$ cat config.mk
export PLATFORM = sky130hd
export DESIGN_NAME = swlt_top
export DESIGN_NICKNAME = d
export VERILOG_FILES = /design/src/rtl/swlt_pkg.sv /design/src/rtl/swlt_sec_tick.sv /design/src/rtl/swlt_top.sv
export SDC_FILE = /design/constraint.sdc
export NUM_CORES = 1
export LEC_CHECK = 0
export ABC_AREA = 1
export BUFFER_PORTS_ARGS = -buffer_cell sky130_fd_sc_hd__buf_2
export CORE_UTILIZATION = 30
export DETAILED_ROUTE_END_ITERATION = 8
export GPL_ROUTABILITY_DRIVEN = 0
export SYNTH_ARGS = -nofsm -noshare
export SYNTH_HDL_FRONTEND = slang
export SYNTH_SLANG_ARGS = --single-unit
$ cat constraint.sdc
create_clock -name I_CLK_SYS -period 6.66 [get_ports I_CLK_SYS]
set_input_delay 0.333 -clock I_CLK_SYS [delete_from_list [all_inputs] [get_ports I_CLK_SYS]]
set_output_delay 0.333 -clock I_CLK_SYS [all_outputs]
set_load 0.01 [all_outputs]
$ cat src/rtl/swlt_pkg.sv
// package: constants, register map and state types for the switch output link timeout block
// Function
// - zero recovery time holds outputs indefinitely
// - sender accepts 20 to 57600 s, default 20
// - receiver accepts 60 to 57600 s, default 60
// - timeout forces outputs to open state
// - keep searching for link while lost
// - timeout turns indicator off, clears arming and delay runs
// - follow mode mirrors sender input state
// - toggle mode inverts once per close-open
// - delayed close waits 1 to 5000 s
// - closed contact reports active, open reports normal
package swlt_pkg;

	// channel count and clock timing
	localparam int CH_NUM = 4;
	localparam int CLK_PERIOD_NS = 100;
	localparam int SEC_NS = 1000000000;
	localparam int TICK_CYC = SEC_NS / CLK_PERIOD_NS;

	// register byte offsets
	localparam logic [7:0] OFS_CTRL = 8'h00;
	localparam logic [7:0] OFS_RECOV = 8'h04;
	localparam logic [7:0] OFS_DELAY = 8'h08;
	localparam logic [7:0] OFS_STATUS = 8'h0c;
	localparam logic [7:0] OFS_INT_STAT = 8'h10;
	localparam logic [7:0] OFS_INT_MASK = 8'h14;
	localparam logic [7:0] OFS_CH_IN = 8'h18;

	// recovery time limits and defaults, seconds
	localparam logic [15:0] RECOV_OFF = 16'h0000;
	localparam logic [15:0] RECOV_MAX = 16'he100;
	localparam logic [15:0] RECOV_TX_MIN = 16'h0014;
	localparam logic [15:0] RECOV_TX_DEF = 16'h0014;
	localparam logic [15:0] RECOV_RX_MIN = 16'h003c;
	localparam logic [15:0] RECOV_RX_DEF = 16'h003c;
	localparam logic [15:0] LOSS_SAT = 16'hffff;

	// delayed close limits and default, seconds
	localparam logic [12:0] DLY_MIN = 13'h0001;
	localparam logic [12:0] DLY_MAX = 13'h1388;
	localparam logic [12:0] DLY_DEF = 13'h0001;

	// interrupt bit positions
	localparam int INT_W = 4;
	localparam int INT_LOST = 0;
	localparam int INT_TOUT = 1;
	localparam int INT_BACK = 2;
	localparam int INT_CFG = 3;

	// bus responses
	localparam logic [1:0] RESP_OKAY = 2'h0;
	localparam logic [1:0] RESP_SLVERR = 2'h2;

	// output modes
	typedef enum logic [1:0] {
		MODE_FOLLOW = 2'b00,
		MODE_TOGGLE = 2'b01,
		MODE_DELAY = 2'b10
	} swlt_mode_type;

	// whole state of the top module
	typedef struct packed {
		logic init;
		logic role;
		logic awready;
		logic wready;
		logic arready;
		logic aw_got;
		logic w_got;
		logic [7:0] awaddr;
		logic [31:0] wdata;
		logic [3:0] wstrb;
		logic bvalid;
		logic [1:0] bresp;
		logic rvalid;
		logic [31:0] rdata;
		logic [1:0] rresp;
		swlt_mode_type mode;
		logic [15:0] recov;
		logic [12:0] dly;
		logic ind;
		logic search;
		logic timed_out;
		logic link_prev;
		logic [15:0] loss_cnt;
		logic [CH_NUM-1:0] ch_in;
		logic [CH_NUM-1:0] ch_out;
		logic [CH_NUM-1:0] armed;
		logic [CH_NUM-1:0] dly_run;
		logic [CH_NUM-1:0][12:0] dly_cnt;
		logic [INT_W-1:0] int_stat;
		logic [INT_W-1:0] int_mask;
		logic irq;
	} swlt_state_type;

endpackage

$ cat src/rtl/swlt_sec_tick.sv
// module: divider making a one-cycle seconds tick
`timescale 1ns/10ps
module swlt_sec_tick #(
	parameter int TICK_CYC = 10000000
) (
	// clock and reset
	input wire logic i_clk,
	input wire logic i_rst,
	// tick out
	output logic o_tick
);
	localparam int CW = $clog2(TICK_CYC);
	localparam logic [CW-1:0] LAST = CW'(TICK_CYC - 1);

	logic [CW-1:0] cnt_q;

	// free running count, pulse on wrap
	always_ff @(posedge i_clk or posedge i_rst) begin
		if (i_rst) begin
			cnt_q <= '0;
			o_tick <= 1'b0;
		end else begin
			o_tick <= (cnt_q == LAST);
			if (cnt_q == LAST) begin
				cnt_q <= '0;
			end else begin
				cnt_q <= cnt_q + CW'(1);
			end
		end
	end
endmodule

$ cat src/rtl/swlt_top.sv
// module: receiver output control with link-loss timeout and axi4-lite registers
//
// Our own choices: the address map and the AXI4-Lite interface to the registers.
`timescale 1ns/10ps
module swlt_top #(
	parameter int TICK_CYC = swlt_pkg::TICK_CYC
) (
	// clock and reset
	input wire logic I_CLK_SYS,
	input wire logic I_RST,
	// role strap, high for the sending-end unit
	input wire logic I_ROLE_SENDER,
	// link status and received frames
	input wire logic I_LINK_UP,
	input wire logic I_FRAME_VALID,
	input wire logic [swlt_pkg::CH_NUM-1:0] I_FRAME_CH_STATE,
	// axi4-lite write address
	input wire logic I_AWVALID,
	input wire logic [7:0] I_AWADDR,
	output logic O_AWREADY,
	// axi4-lite write data
	input wire logic I_WVALID,
	input wire logic [31:0] I_WDATA,
	input wire logic [3:0] I_WSTRB,
	output logic O_WREADY,
	// axi4-lite write response
	output logic O_BVALID,
	output logic [1:0] O_BRESP,
	input wire logic I_BREADY,
	// axi4-lite read address
	input wire logic I_ARVALID,
	input wire logic [7:0] I_ARADDR,
	output logic O_ARREADY,
	// axi4-lite read data
	output logic O_RVALID,
	output logic [31:0] O_RDATA,
	output logic [1:0] O_RRESP,
	input wire logic I_RREADY,
	// channel outputs, high is closed
	output logic [swlt_pkg::CH_NUM-1:0] O_CH_OUT,
	// indicators and interrupt
	output logic O_LINK_INDICATOR,
	output logic O_LINK_SEARCH,
	output logic O_IRQ
);
	swlt_pkg::swlt_state_type s;
	swlt_pkg::swlt_state_type n;
	logic tick;
	logic [31:0] wval;
	logic [31:0] rword;
	logic rmiss;
	localparam int INT_W_L = swlt_pkg::INT_W;
	logic [15:0] rec_min;
	logic [INT_W_L-1:0] ev;
	logic [INT_W_L-1:0] w1c;

	// byte-lane merge of a write into an old word
	function automatic logic [31:0] merge_be(input logic [31:0] old, input logic [31:0] nw,
		input logic [3:0] be);
		logic [31:0] r;
		r = old;
		for (int b = 0; b < 4; b++) begin
			if (be[b]) begin
				r[8*b +: 8] = nw[8*b +: 8];
			end
		end
		return r;
	endfunction

	// seconds tick
	swlt_sec_tick #(
		.TICK_CYC(TICK_CYC)
	) u_tick (
		.i_clk(I_CLK_SYS),
		.i_rst(I_RST),
		.o_tick(tick)
	);

	// read word selection
	always_comb begin
		rword = 32'h0000_0000;
		rmiss = 1'b0;
		case (I_ARADDR)
			swlt_pkg::OFS_CTRL: rword = {30'h0, s.mode};
			swlt_pkg::OFS_RECOV: rword = {16'h0000, s.recov};
			swlt_pkg::OFS_DELAY: rword = {19'h0, s.dly};
			swlt_pkg::OFS_STATUS: begin
				rword = {s.loss_cnt, 8'h00, s.ch_out, s.search, s.role, s.timed_out, s.ind};
			end
			swlt_pkg::OFS_INT_STAT: rword = {28'h0, s.int_stat};
			swlt_pkg::OFS_INT_MASK: rword = {28'h0, s.int_mask};
			swlt_pkg::OFS_CH_IN: rword = {28'h0, s.ch_in};
			default: rmiss = 1'b1;
		endcase
	end

	// next state of the whole block
	always_comb begin
		n = s;
		ev = '0;
		w1c = '0;
		wval = 32'h0000_0000;
		rec_min = s.role ? swlt_pkg::RECOV_TX_MIN : swlt_pkg::RECOV_RX_MIN;

		// first cycle after reset: capture strap, load power-up defaults
		if (!s.init) begin
			n.init = 1'b1;
			n.role = I_ROLE_SENDER;
			n.recov = I_ROLE_SENDER ? swlt_pkg::RECOV_TX_DEF : swlt_pkg::RECOV_RX_DEF;
			n.dly = swlt_pkg::DLY_DEF;
			n.awready = 1'b1;
			n.wready = 1'b1;
			n.arready = 1'b1;
		end

		// write address and data taken in either order
		if (I_AWVALID && s.awready) begin
			n.aw_got = 1'b1;
			n.awaddr = I_AWADDR;
			n.awready = 1'b0;
		end
		if (I_WVALID && s.wready) begin
			n.w_got = 1'b1;
			n.wdata = I_WDATA;
			n.wstrb = I_WSTRB;
			n.wready = 1'b0;
		end

		// register write once both halves are held
		if (s.aw_got && s.w_got && !s.bvalid) begin
			n.aw_got = 1'b0;
			n.w_got = 1'b0;
			n.bvalid = 1'b1;
			n.bresp = swlt_pkg::RESP_OKAY;
			case (s.awaddr)
				swlt_pkg::OFS_CTRL: begin
					wval = merge_be({30'h0, s.mode}, s.wdata, s.wstrb);
					if (wval[1:0] == 2'b11) begin
						ev[swlt_pkg::INT_CFG] = 1'b1;
					end else if (wval[1:0] != s.mode) begin
						n.mode = swlt_pkg::swlt_mode_type'(wval[1:0]);
						n.armed = '0;
						n.dly_run = '0;
					end
				end
				swlt_pkg::OFS_RECOV: begin
					wval = merge_be({16'h0000, s.recov}, s.wdata, s.wstrb);
					// zero disables recovery, else role range only
					if (wval[31:16] == 16'h0000 && (wval[15:0] == swlt_pkg::RECOV_OFF ||
						(wval[15:0] >= rec_min && wval[15:0] <= swlt_pkg::RECOV_MAX))) begin
						n.recov = wval[15:0];
					end else begin
						ev[swlt_pkg::INT_CFG] = 1'b1;
					end
				end
				swlt_pkg::OFS_DELAY: begin
					wval = merge_be({19'h0, s.dly}, s.wdata, s.wstrb);
					if (wval[31:13] == 19'h0 && wval[12:0] >= swlt_pkg::DLY_MIN &&
						wval[12:0] <= swlt_pkg::DLY_MAX) begin
						n.dly = wval[12:0];
					end else begin
						ev[swlt_pkg::INT_CFG] = 1'b1;
					end
				end
				swlt_pkg::OFS_INT_STAT: begin
					wval = merge_be(32'h0000_0000, s.wdata, s.wstrb);
					w1c = wval[INT_W_L-1:0];
				end
				swlt_pkg::OFS_INT_MASK: begin
					wval = merge_be({28'h0, s.int_mask}, s.wdata, s.wstrb);
					n.int_mask = wval[INT_W_L-1:0];
				end
				swlt_pkg::OFS_STATUS, swlt_pkg::OFS_CH_IN: ; // read only, ignored
				default: n.bresp = swlt_pkg::RESP_SLVERR;
			endcase
		end
		if (s.bvalid && I_BREADY) begin
			n.bvalid = 1'b0;
			n.awready = 1'b1;
			n.wready = 1'b1;
		end

		// read: answer one cycle after the address is taken
		if (I_ARVALID && s.arready) begin
			n.arready = 1'b0;
			n.rvalid = 1'b1;
			n.rdata = rword;
			n.rresp = rmiss ? swlt_pkg::RESP_SLVERR : swlt_pkg::RESP_OKAY;
		end
		if (s.rvalid && I_RREADY) begin
			n.rvalid = 1'b0;
			n.arready = 1'b1;
		end

		// link watch: search while down, count whole seconds of loss
		n.link_prev = I_LINK_UP;
		n.search = !I_LINK_UP;
		if (s.link_prev && !I_LINK_UP) begin
			ev[swlt_pkg::INT_LOST] = 1'b1;
		end
		if (!s.link_prev && I_LINK_UP && s.init) begin
			ev[swlt_pkg::INT_BACK] = 1'b1;
		end
		if (tick && !I_LINK_UP && s.loss_cnt != swlt_pkg::LOSS_SAT) begin
			n.loss_cnt = s.loss_cnt + 16'h0001;
		end

		// per-channel output behaviour
		for (int c = 0; c < swlt_pkg::CH_NUM; c++) begin
			case (s.mode)
				swlt_pkg::MODE_FOLLOW: begin
					if (I_FRAME_VALID) begin
						n.ch_out[c] = I_FRAME_CH_STATE[c];
					end
				end
				swlt_pkg::MODE_TOGGLE: begin
					if (I_FRAME_VALID) begin
						if (I_FRAME_CH_STATE[c]) begin
							n.armed[c] = 1'b1;
						end else if (s.armed[c]) begin
							n.armed[c] = 1'b0;
							n.ch_out[c] = !s.ch_out[c];
						end
					end
				end
				swlt_pkg::MODE_DELAY: begin
					if (I_FRAME_VALID && I_FRAME_CH_STATE[c]) begin
						n.armed[c] = 1'b1;
						n.dly_run[c] = 1'b0;
						n.ch_out[c] = 1'b0;
					end else if (I_FRAME_VALID && s.armed[c]) begin
						n.armed[c] = 1'b0;
						n.dly_run[c] = 1'b1;
						n.dly_cnt[c] = 13'h0000;
					end else if (s.dly_run[c] && tick) begin
						// close once the delay in seconds has passed
						if (s.dly_cnt[c] + 13'h0001 >= s.dly) begin
							n.dly_run[c] = 1'b0;
							n.ch_out[c] = 1'b1;
						end else begin
							n.dly_cnt[c] = s.dly_cnt[c] + 13'h0001;
						end
					end
				end
				default: ;
			endcase
		end

		// a valid frame restarts the loss count and lights the indicator
		if (I_FRAME_VALID) begin
			n.ch_in = I_FRAME_CH_STATE;
			n.loss_cnt = 16'h0000;
			n.timed_out = 1'b0;
			n.ind = 1'b1;
		end else if (s.recov != swlt_pkg::RECOV_OFF && s.loss_cnt > s.recov &&
			!s.timed_out) begin
			// loss outlasted recovery time: open outputs, indicator off
			n.timed_out = 1'b1;
			n.ind = 1'b0;
			n.ch_out = '0;
			n.armed = '0;
			n.dly_run = '0;
			ev[swlt_pkg::INT_TOUT] = 1'b1;
		end

		// sticky status, set wins over clear
		n.int_stat = (s.int_stat & ~w1c) | ev;
		n.irq = |(n.int_stat & n.int_mask);
	end

	// state register
	always_ff @(posedge I_CLK_SYS or posedge I_RST) begin
		if (I_RST) begin
			s <= '0;
		end else begin
			s <= n;
		end
	end

	// outputs straight from state flops
	assign O_AWREADY = s.awready;
	assign O_WREADY = s.wready;
	assign O_BVALID = s.bvalid;
	assign O_BRESP = s.bresp;
	assign O_ARREADY = s.arready;
	assign O_RVALID = s.rvalid;
	assign O_RDATA = s.rdata;
	assign O_RRESP = s.rresp;
	assign O_CH_OUT = s.ch_out;
	assign O_LINK_INDICATOR = s.ind;
	assign O_LINK_SEARCH = s.search;
	assign O_IRQ = s.irq;
endmodule

; Yosys cells after proc, flatten, opt, wreduce, memory -nomap -nowiden
; Cells that the tools add are included.
[word_totals]
regBits = 242
input_bits = 66
word_cells = 318
[op_classes]
n_addsub = 6
magnitude_cmp = 9
n_eq_ne = 25
n_mux = 169
bitwise_logic = 9
reduce_logical = 64
[ops]
columns = operator, n
row1 = 32-bit one-hot mux with 7 select lines, 1
row2 = 8-bit two-way mux, 26
row3 = 13-bit two-way mux, 14
row4 = 1-bit two-way mux, 92
row5 = 29-bit two-way mux, 2
row6 = 13-bit by 1-bit adder with 13-bit output (second input constant), 4
row7 = 13-bit greater-or-equal comparator, 4
row8 = 8-bit by 5-bit == test with 1-bit output (second input constant), 6
row9 = 16-bit two-way mux, 3
row10 = 35-bit two-way mux, 1
row11 = 8-bit by 4-bit == test with 1-bit output (second input constant), 4
row12 = 16-bit logical NOT, 2
row13 = 1-bit logical AND, 30
row14 = 24-bit by 1-bit adder with 24-bit output (second input constant), 1
row15 = 24-bit == test (second input constant), 1
row16 = 12-bit two-way mux, 2
row17 = 24-bit two-way mux, 1
row18 = 4-bit two-way mux, 6
row19 = 20-bit two-way mux, 1
row20 = 4-bit AND reduction, 5
row21 = 2-bit nonzero test, 10
row22 = 19-bit logical NOT, 1
row23 = 16-bit by 1-bit adder with 16-bit output (second input constant), 1
row24 = 8-bit by 3-bit == test with 1-bit output (second input constant), 2
row25 = 27 further kinds, 62

; Longest topological paths before layout
; Gate-level depths: netlist of run 1.
[logic_depth]
depth_word = 15
ltp_mapped = 19

; Hierarchy
; A second synthesis of run 1 with hierarchy kept.
[hier_totals]
hier_cells = 1915
hier_area_um2 = 14590.2
[by_module_without_submodules]
columns = module, n_inst, cells_each, area_each_um2
row1 = swlt_top, 1, 1704, 13063.8
row2 = swlt_sec_tick, 1, 211, 1526.5

; Worst setup path after synthesis of run 1
; Ideal clock, no wire load.
[synth_path]
path_type = register to register
startpoint = reg s[15] (netlist name)
endpoint = reg s[10] (netlist name)
setup_time_ps = 83
arrival_ps = 2721
setup_slack_ps = 3856
stages_incl_launch_ff = 16
n_path_buf = 1
path_cell_list = dfrtp_1 -> inv_1 -> nor3_1 -> nand4_1 -> nor4_1 -> xor2_1 -> inv_1 -> ha_1 -> a21oi_1 -> o21ai_0 -> a21oi_1 -> nand3_1 -> nor3_1 -> clkbuf_1 -> nand2_1 -> o21ai_0
[synth_between]
elab_chain_len = 4
[synth_rtl]
columns = element, line_no
row1 = from (decl), swlt_top.sv:46  ; swlt_pkg::swlt_state_type s;
row2 = from (signal assigned), swlt_top.sv:276  ; s <= n;
row3 = 13-bit by 1-bit adder with 13-bit output, swlt_top.sv:237  ; if (s.dly_cnt[c] + 13'h0001 >= s.dly) begin
row4 = 13-bit greater-or-equal comparator, swlt_top.sv:237
row5 = 2-bit != test (no source line), --
row6 = 4-bit AND reduction (no source line), --
; Every way passes these cells.
; A chain may end at the register's enable or synchronous reset.

; Final worst setup path of run 1
[layout_path]
startpoint = reg s[35] (netlist name)
endpoint = reg s[38] (netlist name)
[layout_between]
elab_chain_len = 4
elab_cells_between_ends = 7
[layout_rtl]
columns = element, line_no
row1 = 13-bit by 1-bit adder with 13-bit output (*), "swlt_top.sv:237, swlt_top.sv:241"
row2 = 13-bit greater-or-equal comparator or 13-bit two-way mux (tied branches), swlt_top.sv:237
row3 = 2-bit != test (no source line) or 13-bit two-way mux (tied branches), --
row4 = 4-bit AND reduction (no source line) or 13-bit two-way mux (tied branches), --
; Mark *: on every way between the ends. The rest lies on a longest branch, timed or not. The select of a mux whose other input is x is not followed.

==> summary.md, run 1 <==
| Metric | Value |
|---|---|
| Max incr delay on CP | around 730 ps |
| Drt wl/cell | approximately 16 µm |
| Crit start category | flop |
| Critical Path AT | around 3800 ps |
| Row count | roughly 80 |
| Setup violators final | 0 |
| Routed wire length | between 40000 and 50000 µm |
| Worst slew margin | between 30% and 40% |
| Min Clock Period, post-route | between 3000 and 4000 ps |
| Post-CTS setup buffers | 0 |
| Via Count | around 13k |
| Total Routing Usage GR | 16.6% |
| Hold violation count in the final report | 0 |
| Max FO, Critical Path | 13 |
| Initial Util | a little under a third |
| Fin area | 16700 µm² |
| Worst path required time | 7060 ps |
| Post-synthesis cell count | around 1.9k |
| Antenna Violating Nets Remaining | 0 |
| Worst-path cell chain | ha_1 -> nand4_1 -> nor4_1 -> xor2_1 -> inv_1 -> ha_1 -> a21oi_1 -> o21ai_0 -> a21oi_1 -> nand3_1 -> a21oi_1 -> o21ai_0 |
| Number of synthesized flops with an enable pin | 0 |
| Critical path type | flop to flop |
| Most frequent CP cell | a21oi_1 |
| Synthesis-to-layout area growth | 15.9% |
| Fin nets | 2140 |
| Largest net degree at the start of global routing | between 150 and 200 |
| #FFs+latches synth | 240 |
| Worst hold path class | input port to flop |
| Max Used Layer | met4 |
| Htree depth | 1 |
| Sink Count | 240 |
| Met2 WL | around 18000 µm |
| Most frequent cells in the layout | 496 x nand2_1, 240 x dfrtp_1, 235 x inv_1 |
| DRC Markers | 10 |
| Ys Warns | 0 |
| Vias/cell | around 5 |
| Root Buffer | clkbuf_16 |
| Clk buf depth | 3 |
| Fmax | approximately 290 MHz |
| Most used DFF post-synth | dfrtp_1 |
| Power Density | slightly above 300 nW/µm² |
| CTS-repair resized insts | 0 |
| Commonest non-fill, non-tap cell in the layout | nand2_1 |
| Max Cap Viol | 0 |
| Die Wd | 221 µm |
| Worst setup EP type | flop |
| Syn Area/Cell | 7.63 µm² |
| Fin crit share | just over 50% |
| Vias in the first global route | between 10k and 15k |
| Congestion Overflow GR | 0 |
| Port buffer count | between 100 and 150 |
| Met3 wire len | 2390 µm |
| Hpwl dp | ~30000 µm |
| Peak supply drop | between 0.00015 and 0.0002 V |
| Clock buffer count from CTS | 29 |
| 1st-iter DRT viols | 934 |
| Leak | a little over 0.008 µW |
| CORE AREA | 46900 µm² |
| Layout cells sized above 1 | a little under a tenth |
| Post-Route Setup TNS | 0 ps |
| Clk_skew | between 20 and 30 ps |
| 1st-pass router iterations | 9 |
| RSZ-0062 raised after global routing | false |
| Status | finished, violations left |
| Yosys cell types | 50 |
| CTS tree | yes |
| Crit-path slowest cell | a21oi_1 |
| Die area | about 50000 µm² |
| Post-synthesis sequential area ratio | about two fifths |
| Failing checks | DRC |
| Global-route wire length before repair | roughly 66000 µm |
| I/O pin count | between 100 and 150 |
| Placed Area | 15200 µm² |
| Clk Latency, worst-skew pair | 580 ps |
| Met1 WL | 19400 µm |
| Fillers | a little under 5k |
| Synth Cell Area | 14400 µm² |
| Initial antenna violation count | 2 |
| Pins Over Slew Limit | 0 |
| Post-synth ARST share | 100% |
| DIE HEIGHT | between 200 and 250 µm |
| Worst Tran Pin Value | ~950 ps |
| Worst-path clk slew | 60 ps |
[state kept, by name, summed over array words and instances, names as in the netlist]
signal	count
O_BRESP	1
O_LINK_SEARCH	1
O_WREADY	1
O_RDATA	32
O_BVALID	1
u_tick.cnt_q	24
s	169
O_CH_OUT	4
u_tick.o_tick	1
O_AWREADY	1
O_IRQ	1
O_ARREADY	1
O_LINK_INDICATOR	1
O_RVALID	1
O_RRESP	1
[final cells by class]
cell class	instances	area, µm²	area share (%)
Tap cell	607	759	4.56
Multi-Input combinational cell	1317	6950	41.7
Clock buffer	31	743	4.46
Antenna cell	2	5.00	0.0301
Timing Repair Buffer	161	1050	6.31
Inverter	241	908	5.45
Clock inverter	22	234	1.41
Sequential cell	240	6010	36.1
[cell usage after synthesis, types with 3 or more instances]
| cell | number | share of area [%] |
|---|---|---|
| dfrtp_1 | 240 | 42 |
| clkbuf_1 | 35 | 0.91 |
| ha_1 | 84 | 7.3 |
| o21ai_1 | 13 | 0.45 |
| xor2_1 | 41 | 2.5 |
| nor3b_1 | 4 | 0.21 |
| o21ai_0 | 153 | 5.3 |
| inv_2 | 3 | 0.078 |
| buf_6 | 4 | 0.31 |
| o221ai_1 | 4 | 0.24 |
| inv_1 | 236 | 6.2 |
| nand4_1 | 41 | 1.8 |
| o21ai_2 | 3 | 0.18 |
| nor2_1 | 135 | 3.5 |
| xnor2_1 | 4 | 0.24 |
| o2bb2ai_1 | 4 | 0.24 |
| nor3_2 | 3 | 0.21 |
| or2_2 | 4 | 0.17 |
| nand2_1 | 496 | 13 |
| o31ai_1 | 25 | 1.3 |
| a211oi_1 | 3 | 0.16 |
| a21oi_1 | 87 | 3.0 |
| buf_4 | 42 | 2.2 |
| nand3b_1 | 11 | 0.57 |
| buf_2 | 4 | 0.14 |
| nor4_1 | 17 | 0.74 |
| nor3_1 | 33 | 1.1 |
| nand3_1 | 113 | 3.9 |
| o22ai_1 | 11 | 0.48 |
[logic make-up after synthesis]
kind of cell	synth area share [%]
AO/OA/AOI/OAI	12.3
XOR/XNOR	2.74
adder cells (fa/ha/maj)	7.32
buffers and inverters	9.88
flip-flops	41.8
other	0.0523
AND/OR/NAND/NOR	25.9
[final timing paths]
check                                     startpoint                   endpoint  cells past startpoint  slack (ps)
setup / recovery                   s[35]$_DFFE_PP0P_          s[38]$_DFFE_PP0P_                     12        3230
hold / removal                           I_AWADDR[3]         s[205]$_DFFE_PP0P_                      3          30
setup reg to reg                   s[35]$_DFFE_PP0P_          s[38]$_DFFE_PP0P_                     12        3230
hold reg to reg            u_tick.cnt_q[0]$_DFF_PP0_  u_tick.cnt_q[0]$_DFF_PP0_                      1         460
max in group asynchronous                      I_RST          s[57]$_DFFE_PP0P_                      4        4930
min in group asynchronous                      I_RST         s[183]$_DFFE_PP0P_                      3         420
[worst max-delay path, delay by kind of cell (launching register included)]
| kind | cells | cell delay (ps) |
|---|---|---|
| compound gates | 5 | 1260 |
| flops | 1 | 400 |
| buf+inv | 1 | 80 |
| simple gates | 3 | 780 |
| xor+xnor | 1 | 190 |
| fa+ha+maj | 2 | 540 |
[where the power goes]
part / internal [µW] / total, µW / switching (µW)
Clock: 964 / 1630 / 664
Combinational: 605 / 1670 / 1070
Sequential: 1670 / 1890 / 215
Total: 3240 / 5180 / 1940
[routing by layer]
| metal | GRT usage [%] | up-vias |
|---|---|---|
| met3 | 2.56 | 87 |
| met1 | 23.6 | 6065 |
| met2 | 25.1 | 359 |
| met4 | 6.41 | 0 |
| met5 | 0 | - |
| li1 | - | 6369 |
[through the flow]
| step | power (µW) | utilization (%) | instances | hold slack, ps | setup WS [ps] |
|---|---|---|---|---|---|
| floorplan | 3110 | - | 1884 | 364 | 3180 |
| global placement | 3470 | 32.5 | 2523 | 449 | 3430 |
| detailed placement | 3530 | 32.5 | 2523 | 458 | 3280 |
| CTS | 5210 | 35.5 | 2619 | 7.25 | 3260 |
| global route | 5560 | 35.5 | 2621 | 26.0 | 2820 |
| finish | 5180 | 35.5 | 2621 | 29.9 | 3230 |
[what timing repair did]
item	CTS	global route
endpoints found under the hold margin	70	0
endpoints found under the setup margin	0	0
hold buffers	43	0
(Power assumes the default switching activity.)
==> inputs of run 2 (changes only) <==
==> constraint.sdc (replaced) <==
create_clock -name I_CLK_SYS -period 2.8 [get_ports I_CLK_SYS]
set_input_delay 0.14 -clock I_CLK_SYS [delete_from_list [all_inputs] [get_ports I_CLK_SYS]]
set_output_delay 0.14 -clock I_CLK_SYS [all_outputs]
set_load 0.01 [all_outputs]
==> run 2 against run 1 <==
Compared with the run above: the run ends with DRC, setup timing left; critical path depth increased by 3; sequential share of layout area decreased by 2.3 points; largest cell class unchanged; sequential power increased by 140%; fmax increased by 18%.
==> summary.md, run 2 (synthesis gave the netlist of run 1 again) <==
| Metric | Value |
|---|---|
| Status | finished, violations left |
| Failing checks | DRC, setup timing |
| Dpl cells | approximately 2.6k |
| Met1 WL | a little over 20000 µm |
| Initial Util | between 30 and 40% |
| Max incr delay on CP | roughly 380 ps |
| Power Density | approximately 740 nW/µm² |
| Flip-flop count of the largest register after layout | approximately 170 |
| Drt wl/cell | roughly 16 µm |
| Initial antenna violation count | 2 |
| Top reg by flops | s |
| Fmax | roughly 350 MHz |
| Clock buffer count from CTS | 29 |
| Global-route wire length before repair | approximately 67000 µm |
| Max Used Layer | met4 |
| Placed Area | between 15000 and 20000 µm² |
| RSZ-0062 raised after global routing | true |
| Root Buffer | clkbuf_16 |
| FF+latch area | ~6000 µm² |
| Die area | 48800 µm² |
| Met3 wire len | about 2600 µm |
| Layout cells sized above 1 | about 16% |
| Worst setup margin | -95.6 ps |
| Fin crit share | 103% |
| Clk buf depth | 3 |
| Largest net degree at the start of global routing | slightly above 80 |
| Hold Crit Start | I_AWVALID |
| Vias/cell | 4.99 |
| Layout Cells excl Fill | roughly 2.7k |
| Launch point of the worst reg-to-reg path | s[14]$_DFFE_PP0P_ |
| Via Count | between 10k and 15k |
| Max FO, Critical Path | 7 |
| Critical Path AT | roughly 3400 ps |
| Fin nets | around 2.2k |
| Total Routing Usage GR | 16.7% |
| Most frequent cells in the layout | 472 x nand2_1, 239 x dfrtp_1, 227 x inv_1 |
| Commonest non-fill, non-tap cell in the layout | nand2_1 |
| Crit path from | s[14]$_DFFE_PP0P_ |
| Clk_skew | around 22 ps |
| Fin area | around 18000 µm² |
| Port buffer count | 111 |
| Synthesis-to-layout area growth | 23.7% |
| 1st-pass router iterations | 7 |
| Pins Over Slew Limit | 0 |
| CORE AREA | 46900 µm² |
| Peak supply drop | approximately 0.00046 V |
| I/O pin count | ~110 |
| Crit start category | flop |
| Area of the multi-input gates | 7450 µm² |
| Fillers | 4792 |
| Worst-path clk slew | 60 ps |
| Worst-path cell chain | nand2_2 -> nor3_4 -> nand4_1 -> nor4_2 -> xor2_1 -> inv_1 -> ha_4 -> a21oi_2 -> o21ai_1 -> a21oi_1 -> nand3_2 -> nor3_4 -> buf_6 -> nand2_1 -> o21ai_0 |
| Worst path required time | about 3300 ps |
| DRC Markers | 18 |
| Max Cap Viol | 0 |
| Die Wd | approximately 220 µm |
| Hpwl dp | around 30000 µm |
| Crit-path slowest cell | dfrtp_1 |
| Worst Tran Pin Value | 765 ps |
| Worst setup EP type | flop |
| Congestion Overflow GR | 0 |
| Worst hold path class | input port to flop |
| Delay-heaviest family, CP | simple AND/OR/NAND/NOR gates |
| Vias in the first global route | 12.7k |
| Setup violators final | 19 |
| Met2 WL | 19000 µm |
| Most frequent CP cell | nor3_4 |
| Clk Latency, worst-skew pair | approximately 570 ps |
| DIE HEIGHT | approximately 220 µm |
| Min Clock Period, post-route | a little under 3000 ps |
| Sink Count | between 200 and 250 |
| Worst slew margin | about half |
| Leak | 0.00870 µW |
| Critical path type | flop to flop |
| Buf/Inv on CP | 2 |
| Antenna Violating Nets Remaining | 0 |
| Hold violation count in the final report | 0 |
| Row count | roughly 80 |
| Routed wire length | between 40000 and 50000 µm |
| Htree depth | 1 |
| 1st-iter DRT viols | ~1.1k |
| CTS tree | yes |
[run 2: power by group]
group	internal (µW)	switching (µW)	total (µW)	leakage, µW
clock network	2260	1520	3780	0.000466
registers	3980	481	4460	0.00299
logic	1950	3000	4950	0.00525
[run 2: timing repair]
item                       in CTS  in global routing
pin swaps                       0                 37
gates cloned                    0                  3
hold buffers                   58                  0
hold endpoints to repair      243                  0
setup endpoints to repair      21                 56
resized for setup               6                164
setup buffers                   0                 15
[run 2: per-stage QoR]
| stage | hold WS (ps) | setup WS, ps | power, µW | setup TNS, ps | utilization [%] |
|---|---|---|---|---|---|
| global placement | 89.3 | -2.86 | 8430 | -2.86 | 33.2 |
| global route | 71.0 | -357 | 14100 | -8570 | 37.9 |
| finish | 24.9 | -95.6 | 13200 | -923 | 37.9 |
| detailed placement | 94.2 | -58.8 | 8540 | -458 | 33.2 |
| floorplan | 171 | -488 | 7390 | -117080 | - |
| CTS | 5.46 | 5.93 | 12500 | 0 | 36.5 |
[run 2: routing by layer]
layer	global-route usage [%]	vias to the layer above
met3	2.63	58
li1	-	6520
met4	4.22	0
met1	23.8	6439
met5	0	-
met2	26.2	398
[run 2: final cells by class]
class | count | area share [%]
Antenna cell | 2 | 0.0282
Clock buffer | 38 | 4.50
Clock inverter | 11 | 0.754
Inverter | 241 | 5.16
Multi-Input combinational cell | 1317 | 42.0
Sequential cell | 240 | 33.8
Tap cell | 607 | 4.27
Timing Repair Buffer | 232 | 9.51
[run 2: worst paths after layout]
check                                               end  cells past startpoint  slack [ps]
worst min-delay path              O_AWREADY$_DFFE_PP0P_                      4          20
worst max-delay path                  s[19]$_DFFE_PP0P_                     15        -100
min in group asynchronous            s[184]$_DFFE_PP0P_                      3          70
worst min register to register  O_RDATA[20]$_DFFE_PP0P_                      2         480
worst max register to register        s[19]$_DFFE_PP0P_                     15        -100
max in group asynchronous        O_RDATA[7]$_DFFE_PP0P_                      4        1740
[run 2: worst min-delay path, delay by kind of cell]
family	cells	cell delay [ps]
AOI/OAI and AO/OA	1	120
buffers and inverters	1	80
and+or+nand+nor	2	210
